<file path="src/rtl/addr_cfg_defs.vh">
// addr_cfg_defs.vh: command codes, internal register indexes, field
// positions and reset values of the address configuration block.
// assumes: included by bare name from the design files under rtl/.
`ifndef ADDR_CFG_DEFS_VH
`define ADDR_CFG_DEFS_VH

// ****************************************************************
// command codes
// ****************************************************************
`define CMD_PAGE          8'h00
`define CMD_ON_OFF_CONFIG 8'h02
`define CMD_STORE_ALL     8'h15
`define CMD_VOUT_COMMAND  8'h21
`define CMD_OV_FAULT_LIM  8'h40
`define CMD_OV_FAULT_RESP 8'h41
`define CMD_OV_WARN_LIM   8'h42
`define CMD_INDIRECT_REG  8'hd0

// ****************************************************************
// internal registers reached through the indirect command
// ****************************************************************
`define IDX_TARGET_ADDR   16'h0020
`define IDX_ADDR_PROTECT  16'h0094
`define I2C_ADDR_MSB      14
`define I2C_ADDR_LSB      8
`define PMB_ADDR_MSB      6
`define PMB_ADDR_LSB      0
`define LOCK_BIT          2

// ****************************************************************
// reset values and fixed addresses
// ****************************************************************
`define I2C_ADDR_RESET    7'h10
`define PMB_ADDR_RESET    7'h40
`define I2C_TEST_ADDR     7'h14
`define LOCK_RESET        1'b0
`define PAGE_ZERO         8'h00
`define VOUT_CMD_RESET    16'h0000
`define OV_LIM_RESET      16'h0000
`define OV_RESP_RESET     8'h00
`define OV_WARN_RESET     16'h0000
`define ON_OFF_RESET      8'h00

`endif

</file>
<file path="src/rtl/addr_assign_lock.v">
// addr_assign_lock.v: target-side address configuration and
// commissioning command set of a digitally controlled power module.
// assumes: a serial front end delivers each decoded transaction as a
// one-cycle txn_valid pulse synchronous to ref_clk.
`timescale 1ns/1ps
`include "addr_cfg_defs.vh"

module addr_assign_lock (
  input  wire        ref_clk,       // 10 mhz system clock
  input  wire        reset_n,       // asynchronous reset, active low
  input  wire        txn_valid,     // one-cycle decoded transaction
  input  wire        txn_via_i2c,   // 1: i2c interface, 0: pmbus
  input  wire [6:0]  txn_target,    // target address of transaction
  input  wire        txn_write,     // 1: write, 0: read
  input  wire [7:0]  txn_code,      // command code
  input  wire [15:0] txn_reg_index, // internal index for command d0
  input  wire [15:0] txn_wdata,     // write data, low bits for bytes
  input  wire        test_mode,     // test mode level
  output reg         rsp_ack,       // pulse: transaction accepted
  output reg         rsp_nak,       // pulse: addressed, not accepted
  output reg  [15:0] rsp_rdata,     // read data, valid with rsp_ack
  output reg  [6:0]  i2c_addr_r,    // current i2c target address
  output reg  [6:0]  pmb_addr_r,    // current pmbus target address
  output reg         addr_lock_r,   // address lock state
  output reg  [7:0]  page_r,        // selected page
  output reg  [15:0] vout_cmd_r,    // output voltage setting
  output reg  [7:0]  ov_resp_r,     // over-voltage fault response
  output reg  [15:0] ov_lim_r,      // over-voltage fault limit
  output reg  [15:0] ov_warn_r,     // over-voltage warning limit
  output reg  [7:0]  on_off_cfg_r,  // on/off configuration
  output reg         nvm_store      // pulse: commit config to nvm
);

  // ****************************************************************
  // helpers
  // ****************************************************************

  // read view of an internal register behind the indirect command
  function [15:0] indirect_view;
    input [15:0] idx;
    input [6:0]  i2c_a;
    input [6:0]  pmb_a;
    input        lock;
    begin
      indirect_view = 16'h0000;
      if (idx == `IDX_TARGET_ADDR) begin
        indirect_view[`I2C_ADDR_MSB:`I2C_ADDR_LSB] = i2c_a;
        indirect_view[`PMB_ADDR_MSB:`PMB_ADDR_LSB] = pmb_a;
      end else if (idx == `IDX_ADDR_PROTECT) begin
        indirect_view[`LOCK_BIT] = lock;
      end
    end
  endfunction

  // ****************************************************************
  // addressing
  // ****************************************************************
  wire hit;

  target_addr_match u_match (
    .via_i2c   (txn_via_i2c),
    .target    (txn_target),
    .i2c_addr  (i2c_addr_r),
    .pmb_addr  (pmb_addr_r),
    .test_mode (test_mode),
    .hit       (hit)
  );

  // ****************************************************************
  // next-state decode
  // ****************************************************************
  reg        rsp_ack_nxt;
  reg        rsp_nak_nxt;
  reg [15:0] rsp_rdata_nxt;
  reg [6:0]  i2c_addr_nxt;
  reg [6:0]  pmb_addr_nxt;
  reg        addr_lock_nxt;
  reg [7:0]  page_nxt;
  reg [15:0] vout_cmd_nxt;
  reg [7:0]  ov_resp_nxt;
  reg [15:0] ov_lim_nxt;
  reg [15:0] ov_warn_nxt;
  reg [7:0]  on_off_cfg_nxt;
  reg        nvm_store_nxt;
  reg        page_ok;
  reg        do_wr;

  // command decode for one addressed transaction
  always @* begin
    rsp_ack_nxt    = 1'b0;
    rsp_nak_nxt    = 1'b0;
    rsp_rdata_nxt  = 16'h0000;
    i2c_addr_nxt   = i2c_addr_r;
    pmb_addr_nxt   = pmb_addr_r;
    addr_lock_nxt  = addr_lock_r;
    page_nxt       = page_r;
    vout_cmd_nxt   = vout_cmd_r;
    ov_resp_nxt    = ov_resp_r;
    ov_lim_nxt     = ov_lim_r;
    ov_warn_nxt    = ov_warn_r;
    on_off_cfg_nxt = on_off_cfg_r;
    nvm_store_nxt  = 1'b0;
    page_ok        = (page_r == `PAGE_ZERO);
    do_wr          = txn_valid && hit && txn_write;
    if (txn_valid && hit) begin
      rsp_ack_nxt = 1'b1;
      case (txn_code)
        `CMD_PAGE: begin
          rsp_rdata_nxt = {8'h00, page_r};
          if (do_wr) begin
            if (txn_wdata[7:0] == `PAGE_ZERO)
              page_nxt = txn_wdata[7:0];
            else begin
              rsp_ack_nxt = 1'b0;
              rsp_nak_nxt = 1'b1;
            end
          end
        end
        `CMD_VOUT_COMMAND: begin
          rsp_rdata_nxt = vout_cmd_r;
          if (do_wr && page_ok)
            vout_cmd_nxt = txn_wdata;
        end
        `CMD_OV_FAULT_RESP: begin
          rsp_rdata_nxt = {8'h00, ov_resp_r};
          if (do_wr && page_ok)
            ov_resp_nxt = txn_wdata[7:0];
        end
        `CMD_OV_FAULT_LIM: begin
          rsp_rdata_nxt = ov_lim_r;
          if (do_wr && page_ok)
            ov_lim_nxt = txn_wdata;
        end
        `CMD_OV_WARN_LIM: begin
          rsp_rdata_nxt = ov_warn_r;
          if (do_wr && page_ok)
            ov_warn_nxt = txn_wdata;
        end
        `CMD_ON_OFF_CONFIG: begin
          rsp_rdata_nxt = {8'h00, on_off_cfg_r};
          if (do_wr)
            on_off_cfg_nxt = txn_wdata[7:0];
        end
        `CMD_STORE_ALL: begin
          // send-byte: a write commits, a read is refused
          if (do_wr)
            nvm_store_nxt = 1'b1;
          else begin
            rsp_ack_nxt = 1'b0;
            rsp_nak_nxt = 1'b1;
          end
        end
        `CMD_INDIRECT_REG: begin
          rsp_rdata_nxt = indirect_view(txn_reg_index, i2c_addr_r,
                                        pmb_addr_r, addr_lock_r);
          if (do_wr) begin
            if (txn_reg_index == `IDX_TARGET_ADDR) begin
              // locked fields keep their value, write still acked
              if (!addr_lock_r) begin
                i2c_addr_nxt =
                  txn_wdata[`I2C_ADDR_MSB:`I2C_ADDR_LSB];
                pmb_addr_nxt =
                  txn_wdata[`PMB_ADDR_MSB:`PMB_ADDR_LSB];
              end
            end else if (txn_reg_index == `IDX_ADDR_PROTECT) begin
              addr_lock_nxt = txn_wdata[`LOCK_BIT];
            end
          end
        end
        default: begin
          rsp_ack_nxt = 1'b0;
          rsp_nak_nxt = 1'b1;
        end
      endcase
    end
  end

  // ****************************************************************
  // state registers
  // ****************************************************************

  // all outputs registered; defaults give the unconfigured addresses
  always @(posedge ref_clk or negedge reset_n) begin
    if (!reset_n) begin
      rsp_ack      <= 1'b0;
      rsp_nak      <= 1'b0;
      rsp_rdata    <= 16'h0000;
      i2c_addr_r   <= `I2C_ADDR_RESET;
      pmb_addr_r   <= `PMB_ADDR_RESET;
      addr_lock_r  <= `LOCK_RESET;
      page_r       <= `PAGE_ZERO;
      vout_cmd_r   <= `VOUT_CMD_RESET;
      ov_resp_r    <= `OV_RESP_RESET;
      ov_lim_r     <= `OV_LIM_RESET;
      ov_warn_r    <= `OV_WARN_RESET;
      on_off_cfg_r <= `ON_OFF_RESET;
      nvm_store    <= 1'b0;
    end else begin
      rsp_ack      <= rsp_ack_nxt;
      rsp_nak      <= rsp_nak_nxt;
      rsp_rdata    <= rsp_rdata_nxt;
      i2c_addr_r   <= i2c_addr_nxt;
      pmb_addr_r   <= pmb_addr_nxt;
      addr_lock_r  <= addr_lock_nxt;
      page_r       <= page_nxt;
      vout_cmd_r   <= vout_cmd_nxt;
      ov_resp_r    <= ov_resp_nxt;
      ov_lim_r     <= ov_lim_nxt;
      ov_warn_r    <= ov_warn_nxt;
      on_off_cfg_r <= on_off_cfg_nxt;
      nvm_store    <= nvm_store_nxt;
    end
  end

endmodule

</file>
<file path="src/rtl/target_addr_match.v">
// target_addr_match.v: decides whether a transaction is addressed to
// this unit on the interface it arrived on.
// assumes: addresses are stable register values; purely combinational.
`timescale 1ns/1ps
`include "addr_cfg_defs.vh"

module target_addr_match (
  input  wire       via_i2c,   // 1: arrived on i2c, 0: on pmbus
  input  wire [6:0] target,    // target address of the transaction
  input  wire [6:0] i2c_addr,  // programmed i2c address
  input  wire [6:0] pmb_addr,  // programmed pmbus address
  input  wire       test_mode, // test mode strap level
  output wire       hit        // transaction is for this unit
);

  // ****************************************************************
  // address compare
  // ****************************************************************
  wire i2c_hit;
  wire pmb_hit;

  // zero field disables the i2c side; test address added in test mode
  assign i2c_hit = ((i2c_addr != 7'h00) &&
                    (target == i2c_addr)) ||
                   (test_mode && (target == `I2C_TEST_ADDR));
  // zero field disables the pmbus side
  assign pmb_hit = (pmb_addr != 7'h00) && (target == pmb_addr);
  assign hit     = via_i2c ? i2c_hit : pmb_hit;

endmodule

</file>
<file path="config.mk">
export PLATFORM = sky130hd
export DESIGN_NAME = addr_assign_lock
export DESIGN_NICKNAME = d
export VERILOG_FILES = /design/src/rtl/addr_assign_lock.v /design/src/rtl/target_addr_match.v
export VERILOG_INCLUDE_DIRS = /design/src /design/src/rtl
export SDC_FILE = /design/constraint.sdc
export NUM_CORES = 1
export LEC_CHECK = 0
export ABC_AREA = 1
export BUFFER_PORTS_ARGS = -buffer_cell sky130_fd_sc_hd__buf_2
export CORE_ASPECT_RATIO = 1.2
export CORE_UTILIZATION = 46
export CTS_CLUSTER_DIAMETER = 50
export DETAILED_ROUTE_END_ITERATION = 6
export PLACE_DENSITY_LB_ADDON = 0.12
export SLEW_MARGIN = 10
export SYNTH_ARGS = -nofsm -noshare
export SYNTH_HDL_FRONTEND = slang
export SYNTH_SLANG_ARGS = --single-unit
export TNS_END_PERCENT = 20
</file>
<file path="constraint.sdc">
create_clock -name ref_clk -period 1.75 [get_ports ref_clk]
set_input_delay 0.2625 -clock ref_clk [delete_from_list [all_inputs] [get_ports ref_clk]]
set_output_delay 0.2625 -clock ref_clk [all_outputs]
set_load 0.03 [all_outputs]
</file>
Word level (Yosys, flattened, before mapping)

Index checks and enable logic that the tools add are counted.

Word-level logic and storage cells: 68
Flip-flop bits (word level): 106
Output and inout port bits: 106
Input port bits: 53

Bitwise operators: 2
Muxes and demuxes: 20
Equality and inequality tests: 12
Reduce and logical (&&, ||, !) cells: 21

Operators with widths:

| operator                                                         | number |
|---|---|
| 16-bit case mux with 7 select lines                              | 1 |
| 8-bit by 7-bit == test with 1-bit output, second input constant  | 3 |
| 8-bit zero test                                                  | 3 |
| 16-bit by 6-bit == test with 1-bit output, second input constant | 1 |
| 16-bit by 8-bit == test with 1-bit output, second input constant | 1 |
| 16-bit two-way mux                                               | 1 |
| 3-bit AND reduction                                              | 5 |
| 7-bit == test                                                    | 2 |
| 7-bit nonzero test                                               | 2 |
| 1-bit two-way mux                                                | 13 |
| 5-bit AND reduction                                              | 2 |
| 8-bit by 2-bit == test with 1-bit output, second input constant  | 1 |
| 8-bit by 5-bit == test with 1-bit output, second input constant  | 1 |
| 8-bit by 6-bit == test with 1-bit output, second input constant  | 1 |
| 8-bit == test, second input constant                             | 1 |
| 7-bit by 5-bit == test with 1-bit output, second input constant  | 1 |
| 7-bit two-way mux                                                | 1 |
| 1-bit logical AND                                                | 6 |
| 1-bit case mux with 3 select lines                               | 2 |
| 6-bit OR reduction                                               | 1 |
| 4-bit two-way mux                                                | 1 |
| 4-bit AND reduction                                              | 1 |
| 2-bit two-way mux                                                | 1 |
| 1-bit inverter                                                   | 2 |
| 1-bit logical OR                                                 | 1 |

Longest topological paths before layout

Gate-level depths: netlist of run 1.

Depth in word-level cells: 9
Depth in mapped cells: 14
Mapped depth without buffers: 14

Modules after synthesis

Synthesis of run 1 repeated with hierarchy kept, for this count alone.

Cell total of the unflattened synthesis: 696
Area, all modules: 5424.0 µm²

By module, submodules not included:

| module            | area an instance (µm²) | cells an instance | times used |
|---|---|---|---|
| addr_assign_lock  | 5133.7                 | 633               | 1 |
| target_addr_match | 290.3                  | 63                | 1 |

Worst setup path before layout of run 1

No wires, ideal clock.

Path type: reg-to-reg
From: reg i2c_addr_r[4]
To: reg i2c_addr_r[3]
Stages on the path, launching flop included: 13
Data arrival time: 1868 ps
Setup time: 119 ps
Period minus slack after synthesis: 1987 ps
Slack: -237 ps
Path buffers: 1
Path through: dfstp_2 nand2_1 nand2_1 nand2_1 nor2_1 nand3_1 nand2_1 nand3_4 nor2_8 nand3_4 buf_6 nand2_1 o21ai_2

Cells in the longest elaborated chain, start to end: 7

RTL lines:

| item                                                | RTL line                                       | text |
|---|---|---|
| start, declared                                     | addr_assign_lock.v:22                          | `output reg [6:0] i2c_addr_r,` |
| start signal, assigned                              | addr_assign_lock.v:188                         | `` i2c_addr_r <= `I2C_ADDR_RESET; `` |
| start signal, assigned                              | addr_assign_lock.v:202                         | `i2c_addr_r <= i2c_addr_nxt;` |
| 7-bit == test or 7-bit nonzero test (tied branches) | target_addr_match.v:24, target_addr_match.v:23 |  |
| 1-bit logical AND (*)                               | target_addr_match.v:23                         | `assign i2c_hit = ((i2c_addr != 7'h00) &&` |
| 1-bit logical OR (*)                                | target_addr_match.v:23                         |  |
| 1-bit two-way mux (*)                               | target_addr_match.v:28                         | `assign hit = via_i2c ? i2c_hit : pmb_hit;` |
| 1-bit logical AND (*)                               | addr_assign_lock.v:104, addr_assign_lock.v:105 |  |
| 1-bit logical AND                                   | addr_assign_lock.v:104                         | `do_wr = txn_valid && hit && txn_write;` |
| 5-bit AND reduction (no line) (*)                   | --                                             |  |

Mark *: on every way between the ends. The rest lies on a longest branch, timed or not.
A chain may end at the register's enable or synchronous reset.

Worst setup path after layout of run 1

From: reg i2c_addr_r[4]
To: reg ov_resp_r[5]

Cells in the longest elaborated chain, start to end: 8

RTL lines:

| item                                                | RTL line                                       | text |
|---|---|---|
| 7-bit == test or 7-bit nonzero test (tied branches) | target_addr_match.v:24, target_addr_match.v:23 |  |
| 1-bit logical AND (*)                               | target_addr_match.v:23                         |  |
| 1-bit logical OR (*)                                | target_addr_match.v:23                         |  |
| 1-bit two-way mux (*)                               | target_addr_match.v:28                         |  |
| 1-bit logical AND (*)                               | addr_assign_lock.v:104, addr_assign_lock.v:105 |  |
| 1-bit logical AND                                   | addr_assign_lock.v:104                         |  |
| 1-bit logical AND                                   | addr_assign_lock.v:126                         | `if (do_wr && page_ok)` |
| 3-bit AND reduction (no line) (*)                   | --                                             |  |
| end signal, assigned                                | addr_assign_lock.v:193                         | `` ov_resp_r <= `OV_RESP_RESET; `` |
| end signal, assigned                                | addr_assign_lock.v:207                         | `ov_resp_r <= ov_resp_nxt;` |
| end, declared                                       | addr_assign_lock.v:27                          | `output reg [7:0] ov_resp_r,` |

Marked as above.

==> key figures, run 1 <==
Routing
  – Wire length per cell: 16.3 microns
  – Post-Route WL: 15,400 microns
  – Pre-antenna DRT Iters: 7
  – Via count: 4,990
  – DRC violations left: 34
  – DRT iter0 DRCs: 417
  – Antenna-violating nets left: 0
  – Vias per inst: 5.28

Placed design
  – Port Buffer Count: 158
  – Placed Area: 6310 sq um
  – Final GP Congestion: 0.900
  – Post-DP HPWL: 11,200 microns

Critical path
  – Crit path max-delay family: simple AND/OR/NAND/NOR gates
  – Levels on crit path: 13
  – CP Capture Type: flop
  – Worst path max stage delay: 0.56 ns
  – Critical setup path kind: reg2reg
  – R2R depth: 13
  – Most frequent CP cell: nand2_1
  – Crit path buffers/inverters: 2
  – CP max FO: 8
  – Crit path DAT: 2.22 ns
  – CP Data Required Time: 1.97 ns
  – Worst-path cell chain: nand2_2 > nand2_1 > nand2_1 > nor2_1 > nand3_1 > nand2_2 > nand3_4 > nor2_8 > buf_12 > buf_12 > nand3_4 > nand2_1 > o21ai_2
  – Slowest stage cell, crit path: dfstp_2
  – Setup crit start kind: flop

Synthesis
  – Post-synthesis sequential area ratio: 0.524
  – Avg Synthesized Cell Area: 8.40 sq um
  – #FFs+latches synth: 106
  – Yosys warning count: 0
  – Post-Syn Area: 5070 sq um
  – Mapped Cells: 604
  – Post-synth cell types: 32
  – Syn_nets: 657

STA
  – Setup Total Neg Slack: -16.41 ns
  – Min Tclk post-route: 2.00 ns
  – Tcrit/Tclk final: 1.14
  – Relative slew slack: 0.729
  – Actual slew at the worst max-slew pin: 0.406 ns
  – Final setup fails: 100
  – Final WS setup: -0.247 ns
  – Max-slew violations: 0
  – Fmax: 501 MHz
  – Final Hold Viols: 0
  – RSZ-0062 raised after global routing: true
  – Clk_skew: 0.00733 ns

CTS
  – CTS Buf Count: 9
  – Clock buffer depth: 2
  – CTS tree: yes
  – Worst-Skew Late Latency: 0.34 ns
  – Clk sink count: 106
  – Clock slew at reported path FFs: 0.07 ns
  – Root buf cell: clkbuf_16
  – H-tree Lvls: 3

Status
  – Status: finished with violations
  – Violated checks: DRC, setup timing

Die
  – Die area: 11,400 sq um
  – Rows: 41
  – IO Pins: 159
  – Core box area: 10,600 sq um
  – Die width: 97.8 microns
  – Initial Utilization: 0.478
  – Die Span Y: 117 microns

Cells and area
  – Final Cell Area: 6800 sq um
  – Final #Nets: 865
  – Commonest non-fill, non-tap cells in the layout: nand2_1, buf_2, dfrtp_1
  – Most common cell after layout, fill and taps aside: nand2_1
  – Ratio of cells with drive above 1 in the final layout: 0.347
  – Ant. Diodes: 0
  – Layout area overhead: 34.0%
  – Fillers: 938

Global route
  – Vias in the first global route: 4,614
  – Total grt overflow: 0
  – Pin count of the biggest net entering global routing: 62
  – GRT Total Usage: 0.275
  – First-pass GRT wire length: 23,900 microns
  – Initial antenna violation count: 0

Flow run
  – Max-Cap Viols: 0

Power and ir drop
  – Worst vdd ir: 0.000530 V
  – Total Power: 0.00461 W
  – Leakage: 3.61 nW
  – Power Density: 679 nW/um^2

Worst hold path
  – Worst hold path type: in2reg
  – Hold path depth: 3
-- layout make-up --
type	instances	area, sq um	area share
inverter	72	270	0.0398
tap	129	161	0.0237
timing repair buffer	214	1350	0.198
clock buffer	11	243	0.0357
sequential	106	2660	0.391
clock inverter	4	28.8	0.00423
multi-input combinational	409	2090	0.307
-- metrics by stage --
stage | utilization | setup WS, ns | std cells | hold slack (ns)
floorplan | - | -0.221 | 604 | -0.0331
global placement | 0.595 | -0.208 | 919 | 0.190
detailed placement | 0.595 | -0.256 | 919 | 0.198
CTS | 0.633 | -0.216 | 942 | 0.200
global route | 0.640 | -0.328 | 945 | 0.227
finish | 0.640 | -0.247 | 945 | 0.204
-- path summary, 6_finish.rpt --
path / startpoint / end / slack [ns]
max in group asynchronous: reset_n / i2c_addr_r[4] / 0.71
min in group asynchronous: reset_n / rsp_rdata[7] / 0.37
hold reg to reg: ov_resp_r[0] / ov_resp_r[0] / 0.51
setup / recovery: i2c_addr_r[4] / ov_resp_r[5] / -0.25
hold / removal: txn_wdata[15] / ov_warn_r[15] / 0.20
setup reg to reg: i2c_addr_r[4] / ov_resp_r[5] / -0.25
-- layer usage --
metal,GRT usage,share of wire,vias up
li1,-,-,2372
met3,0.0552,0.074,22
met2,0.451,0.47,236
met5,0,0,-
met4,0.0859,0.016,0
met1,0.372,0.44,2360
-- kinds of logic after synthesis --
| family | synth area share |
|---|---|
| DFF | 0.524 |
| buffers and inverters | 0.0824 |
| xor gates and xnor gates | 0.00518 |
| and+or+nand+nor | 0.247 |
| AOI/OAI and AO/OA | 0.141 |
-- state kept, by name, indices dropped and copies added, names as in the netlist --
register,cells
vout_cmd_r,16
rsp_rdata,16
i2c_addr_r,7
on_off_cfg_r,8
nvm_store,1
page_r,8
rsp_nak,1
rsp_ack,1
pmb_addr_r,7
ov_lim_r,16
ov_warn_r,16
ov_resp_r,8
addr_lock_r,1
-- synth_stat cells, drive strengths merged --
library cell,n,area (sq um)
nand4,10,62.6
buf,14,133
a31oi,4,25.0
xnor2,2,17.5
clkinv,3,11.3
nor2,49,200
o21ai,84,503
nor4,2,12.5
xor2,1,8.76
nor3,7,40.0
a41oi,7,61.3
nand3,20,175
a22o,1,8.76
o211ai,2,15.0
inv,69,259
a21oi,16,80.1
a221oi,1,8.76
clkbuf,4,15.0
a211oi,2,15.0
nand2,198,748
dfstp,2,52.6
and3b,1,8.76
dfrtp,104,2600
nand3b,1,7.51
-- tightest hold or removal path, cell delays in order --
cell	delay, ns
buf_2	0.07
inv_1	0.06
o21ai_2	0.12
-- power by group --
part	switching, W	leakage [nW]	internal, W	total [W]
sequential	0.00000172	1.42	0.00245	0.00245
clock	0.000881	0.128	0.000997	0.00188
combinational	0.000188	2.07	0.0000958	0.000284
total	0.00107	3.61	0.00354	0.00461
-- what timing repair did --
action / CTS / global route
hold endpoints to repair: 21 / 0
pin swaps: 3 / 2
setup buffers: 5 / 3
resized for setup: 9 / 12
gates cloned: 2 / 0
hold buffers: 1 / 0
setup endpoints to repair: 101 / 102
Power figures use the tool's default switching activity.
==> inputs of run 2 (changes only) <==
- BUFFER_PORTS_ARGS: -buffer_cell sky130_fd_sc_hd__buf_2 -> -buffer_cell sky130_fd_sc_hd__clkbuf_2
- GPL_TIMING_DRIVEN: unset -> 0
==> run 2 against run 1 <==
Net effect: the run still ends with DRC, setup timing left; total power up 4.1%; maximum frequency down 4.0%; register-to-register slack worse by 0.08 ns; critical endpoint is now ov_lim_r[14]; highest routed layer unchanged.
==> key figures, run 2 (synthesis results as in run 1) <==
Status
  – Status: finished with violations
  – Violated checks: DRC, setup timing

CTS
  – Clock slew at reported path FFs: 0.07 ns
  – Clk sink count: 106
  – Worst-Skew Late Latency: 0.36 ns
  – CTS tree: yes
  – CTS Buf Count: 9
  – Clock buffer depth: 2
  – Root buf cell: clkbuf_16
  – H-tree Lvls: 3

Critical path
  – R2R Setup Slk: -0.33 ns
  – CP Data Required Time: 1.99 ns
  – R2R depth: 13
  – R2r endpoint: ov_lim_r[14]
  – Slowest stage cell, crit path: dfstp_2
  – Crit path max-delay family: simple AND/OR/NAND/NOR gates
  – RR Startpoint: i2c_addr_r[4]
  – Worst path max stage delay: 0.59 ns
  – Crit path DAT: 2.32 ns
  – Crit path buffers/inverters: 2
  – Worst-path cell chain: nand2_1 > nand2_1 > nand2_1 > nor2_2 > nand3_2 > nand2_2 > nand3_4 > nor2_8 > buf_12 > nand3_4 > buf_8 > nand2_1 > o21ai_1
  – Most frequent CP cell: nand2_1
  – CP Capture Type: flop
  – CP max FO: 10
  – Critical setup path kind: reg2reg
  – Setup crit start kind: flop

Global route
  – First-pass GRT wire length: 24,300 microns
  – Total grt overflow: 0
  – Pin count of the biggest net entering global routing: 107
  – Initial antenna violation count: 0
  – Vias in the first global route: 4,517
  – GRT Total Usage: 0.283

Routing
  – Via count: 4,876
  – Vias per inst: 5.26
  – Wire length per cell: 17.1 microns
  – Pre-antenna DRT Iters: 7
  – DRT iter0 DRCs: 384
  – Antenna-violating nets left: 0
  – Post-Route WL: 15,900 microns
  – DRC violations left: 34

Die
  – IO Pins: 159
  – Die area: 11,400 sq um
  – Core box area: 10,600 sq um
  – Rows: 41
  – Die width: 97.8 microns
  – Initial Utilization: 0.478
  – Die Span Y: 117 microns

STA
  – RSZ-0062 raised after global routing: true
  – Fmax: 481 MHz
  – Tcrit/Tclk final: 1.19
  – Final WS setup: -0.330 ns
  – Hold slack: 0.150 ns
  – Relative slew slack: 0.399
  – Final Hold Viols: 0
  – Final setup fails: 98
  – Setup Total Neg Slack: -22.56 ns
  – Min Tclk post-route: 2.08 ns
  – Clk_skew: 0.00928 ns
  – Actual slew at the worst max-slew pin: 0.899 ns
  – Max-slew violations: 0

Power and ir drop
  – Leakage: 3.50 nW
  – Worst vdd ir: 0.000554 V
  – Power Density: 710 nW/um^2

Flow run
  – Max-Cap Viols: 0

Placed design
  – Port Buffer Count: 158
  – Post-DP HPWL: 11,500 microns
  – Cell count after placement: 892
  – Final GP Congestion: 0.894

Worst hold path
  – Worst hold path type: in2reg
  – HP Start: txn_wdata[2]
  – Hold path endpoint: addr_lock_r
  – Hold path depth: 3

Cells and area
  – Fillers: 927
  – Most common cell after layout, fill and taps aside: nand2_1
  – Final Instance Count excl. Fillers: 927
  – Ant. Diodes: 0
  – Commonest non-fill, non-tap cells in the layout: nand2_1, clkbuf_2, dfrtp_1
  – Layout area overhead: 33.3%
  – Final #Nets: 846
  – Ratio of cells with drive above 1 in the final layout: 0.351
## run 2: power breakdown
group / switching, W / internal, W
sequential: 0.00000178 / 0.00245
clock: 0.000955 / 0.00112
combinational: 0.000183 / 0.0000881
total: 0.00114 / 0.00366
## run 2: worst max path at each step
stage	startpoint	endpoint	slack, ns	depth (start not counted)
after floorplan	i2c_addr_r[4]	i2c_addr_r[3]	-0.22	12
after global placement	reset_n	pmb_addr_r[5]	-1.19	1
after detailed placement	txn_code[4]	rsp_rdata[5]	-0.51	7
after CTS	i2c_addr_r[4]	ov_lim_r[8]	-0.33	13
after global routing	i2c_addr_r[4]	ov_lim_r[12]	-0.42	13
final	i2c_addr_r[4]	ov_lim_r[14]	-0.33	13
## run 2: routing by layer
| metal | global-route usage | vias up | wire (microns) |
|---|---|---|---|
| met5 | 0 | - | 0 |
| met4 | 0.105 | 0 | 328 |
| met3 | 0.0529 | 26 | 1080 |
| met2 | 0.467 | 208 | 7720 |
| met1 | 0.374 | 2299 | 6730 |
| li1 | - | 2343 | - |
## run 2: tightest hold or removal path: cells and delay by family
kind,cells,cell delay [ns]
buf+inv,2,0.14
compound gates,1,0.07
## run 2: what timing repair did
| action | in CTS | in global routing |
|---|---|---|
| buffers inserted | 9 | 6 |
| endpoints found under the hold margin | 6 | 0 |
| resized for setup | 27 | 28 |
| hold buffers | 1 | 0 |
| cloned | 2 | 1 |
| pin swaps | 3 | 5 |
| setup endpoints to repair | 104 | 104 |
## run 2: stage by stage
stage / area (sq um) / utilization / setup WS [ns] / power, W
after floorplan: 5090 / - / -0.221 / 0.00260
after global placement: 6050 / 0.569 / -1.19 / 0.00274
after detailed placement: 6080 / 0.573 / -0.508 / 0.00276
after CTS: 6620 / 0.623 / -0.328 / 0.00482
after global routing: 6760 / 0.637 / -0.415 / 0.00493
final: 6760 / 0.637 / -0.330 / 0.00480
## run 2: final cells by class
cell class,instances,area [sq um],area share
plain buffers,18,196,0.0291
clock buffers,9,225,0.0333
clock inverters,7,75.1,0.0111
inverters,72,270,0.0400
multi-input cells,408,2110,0.312
flip-flops and latches,106,2660,0.394
well taps,129,161,0.0239
repair buffers,178,1060,0.157
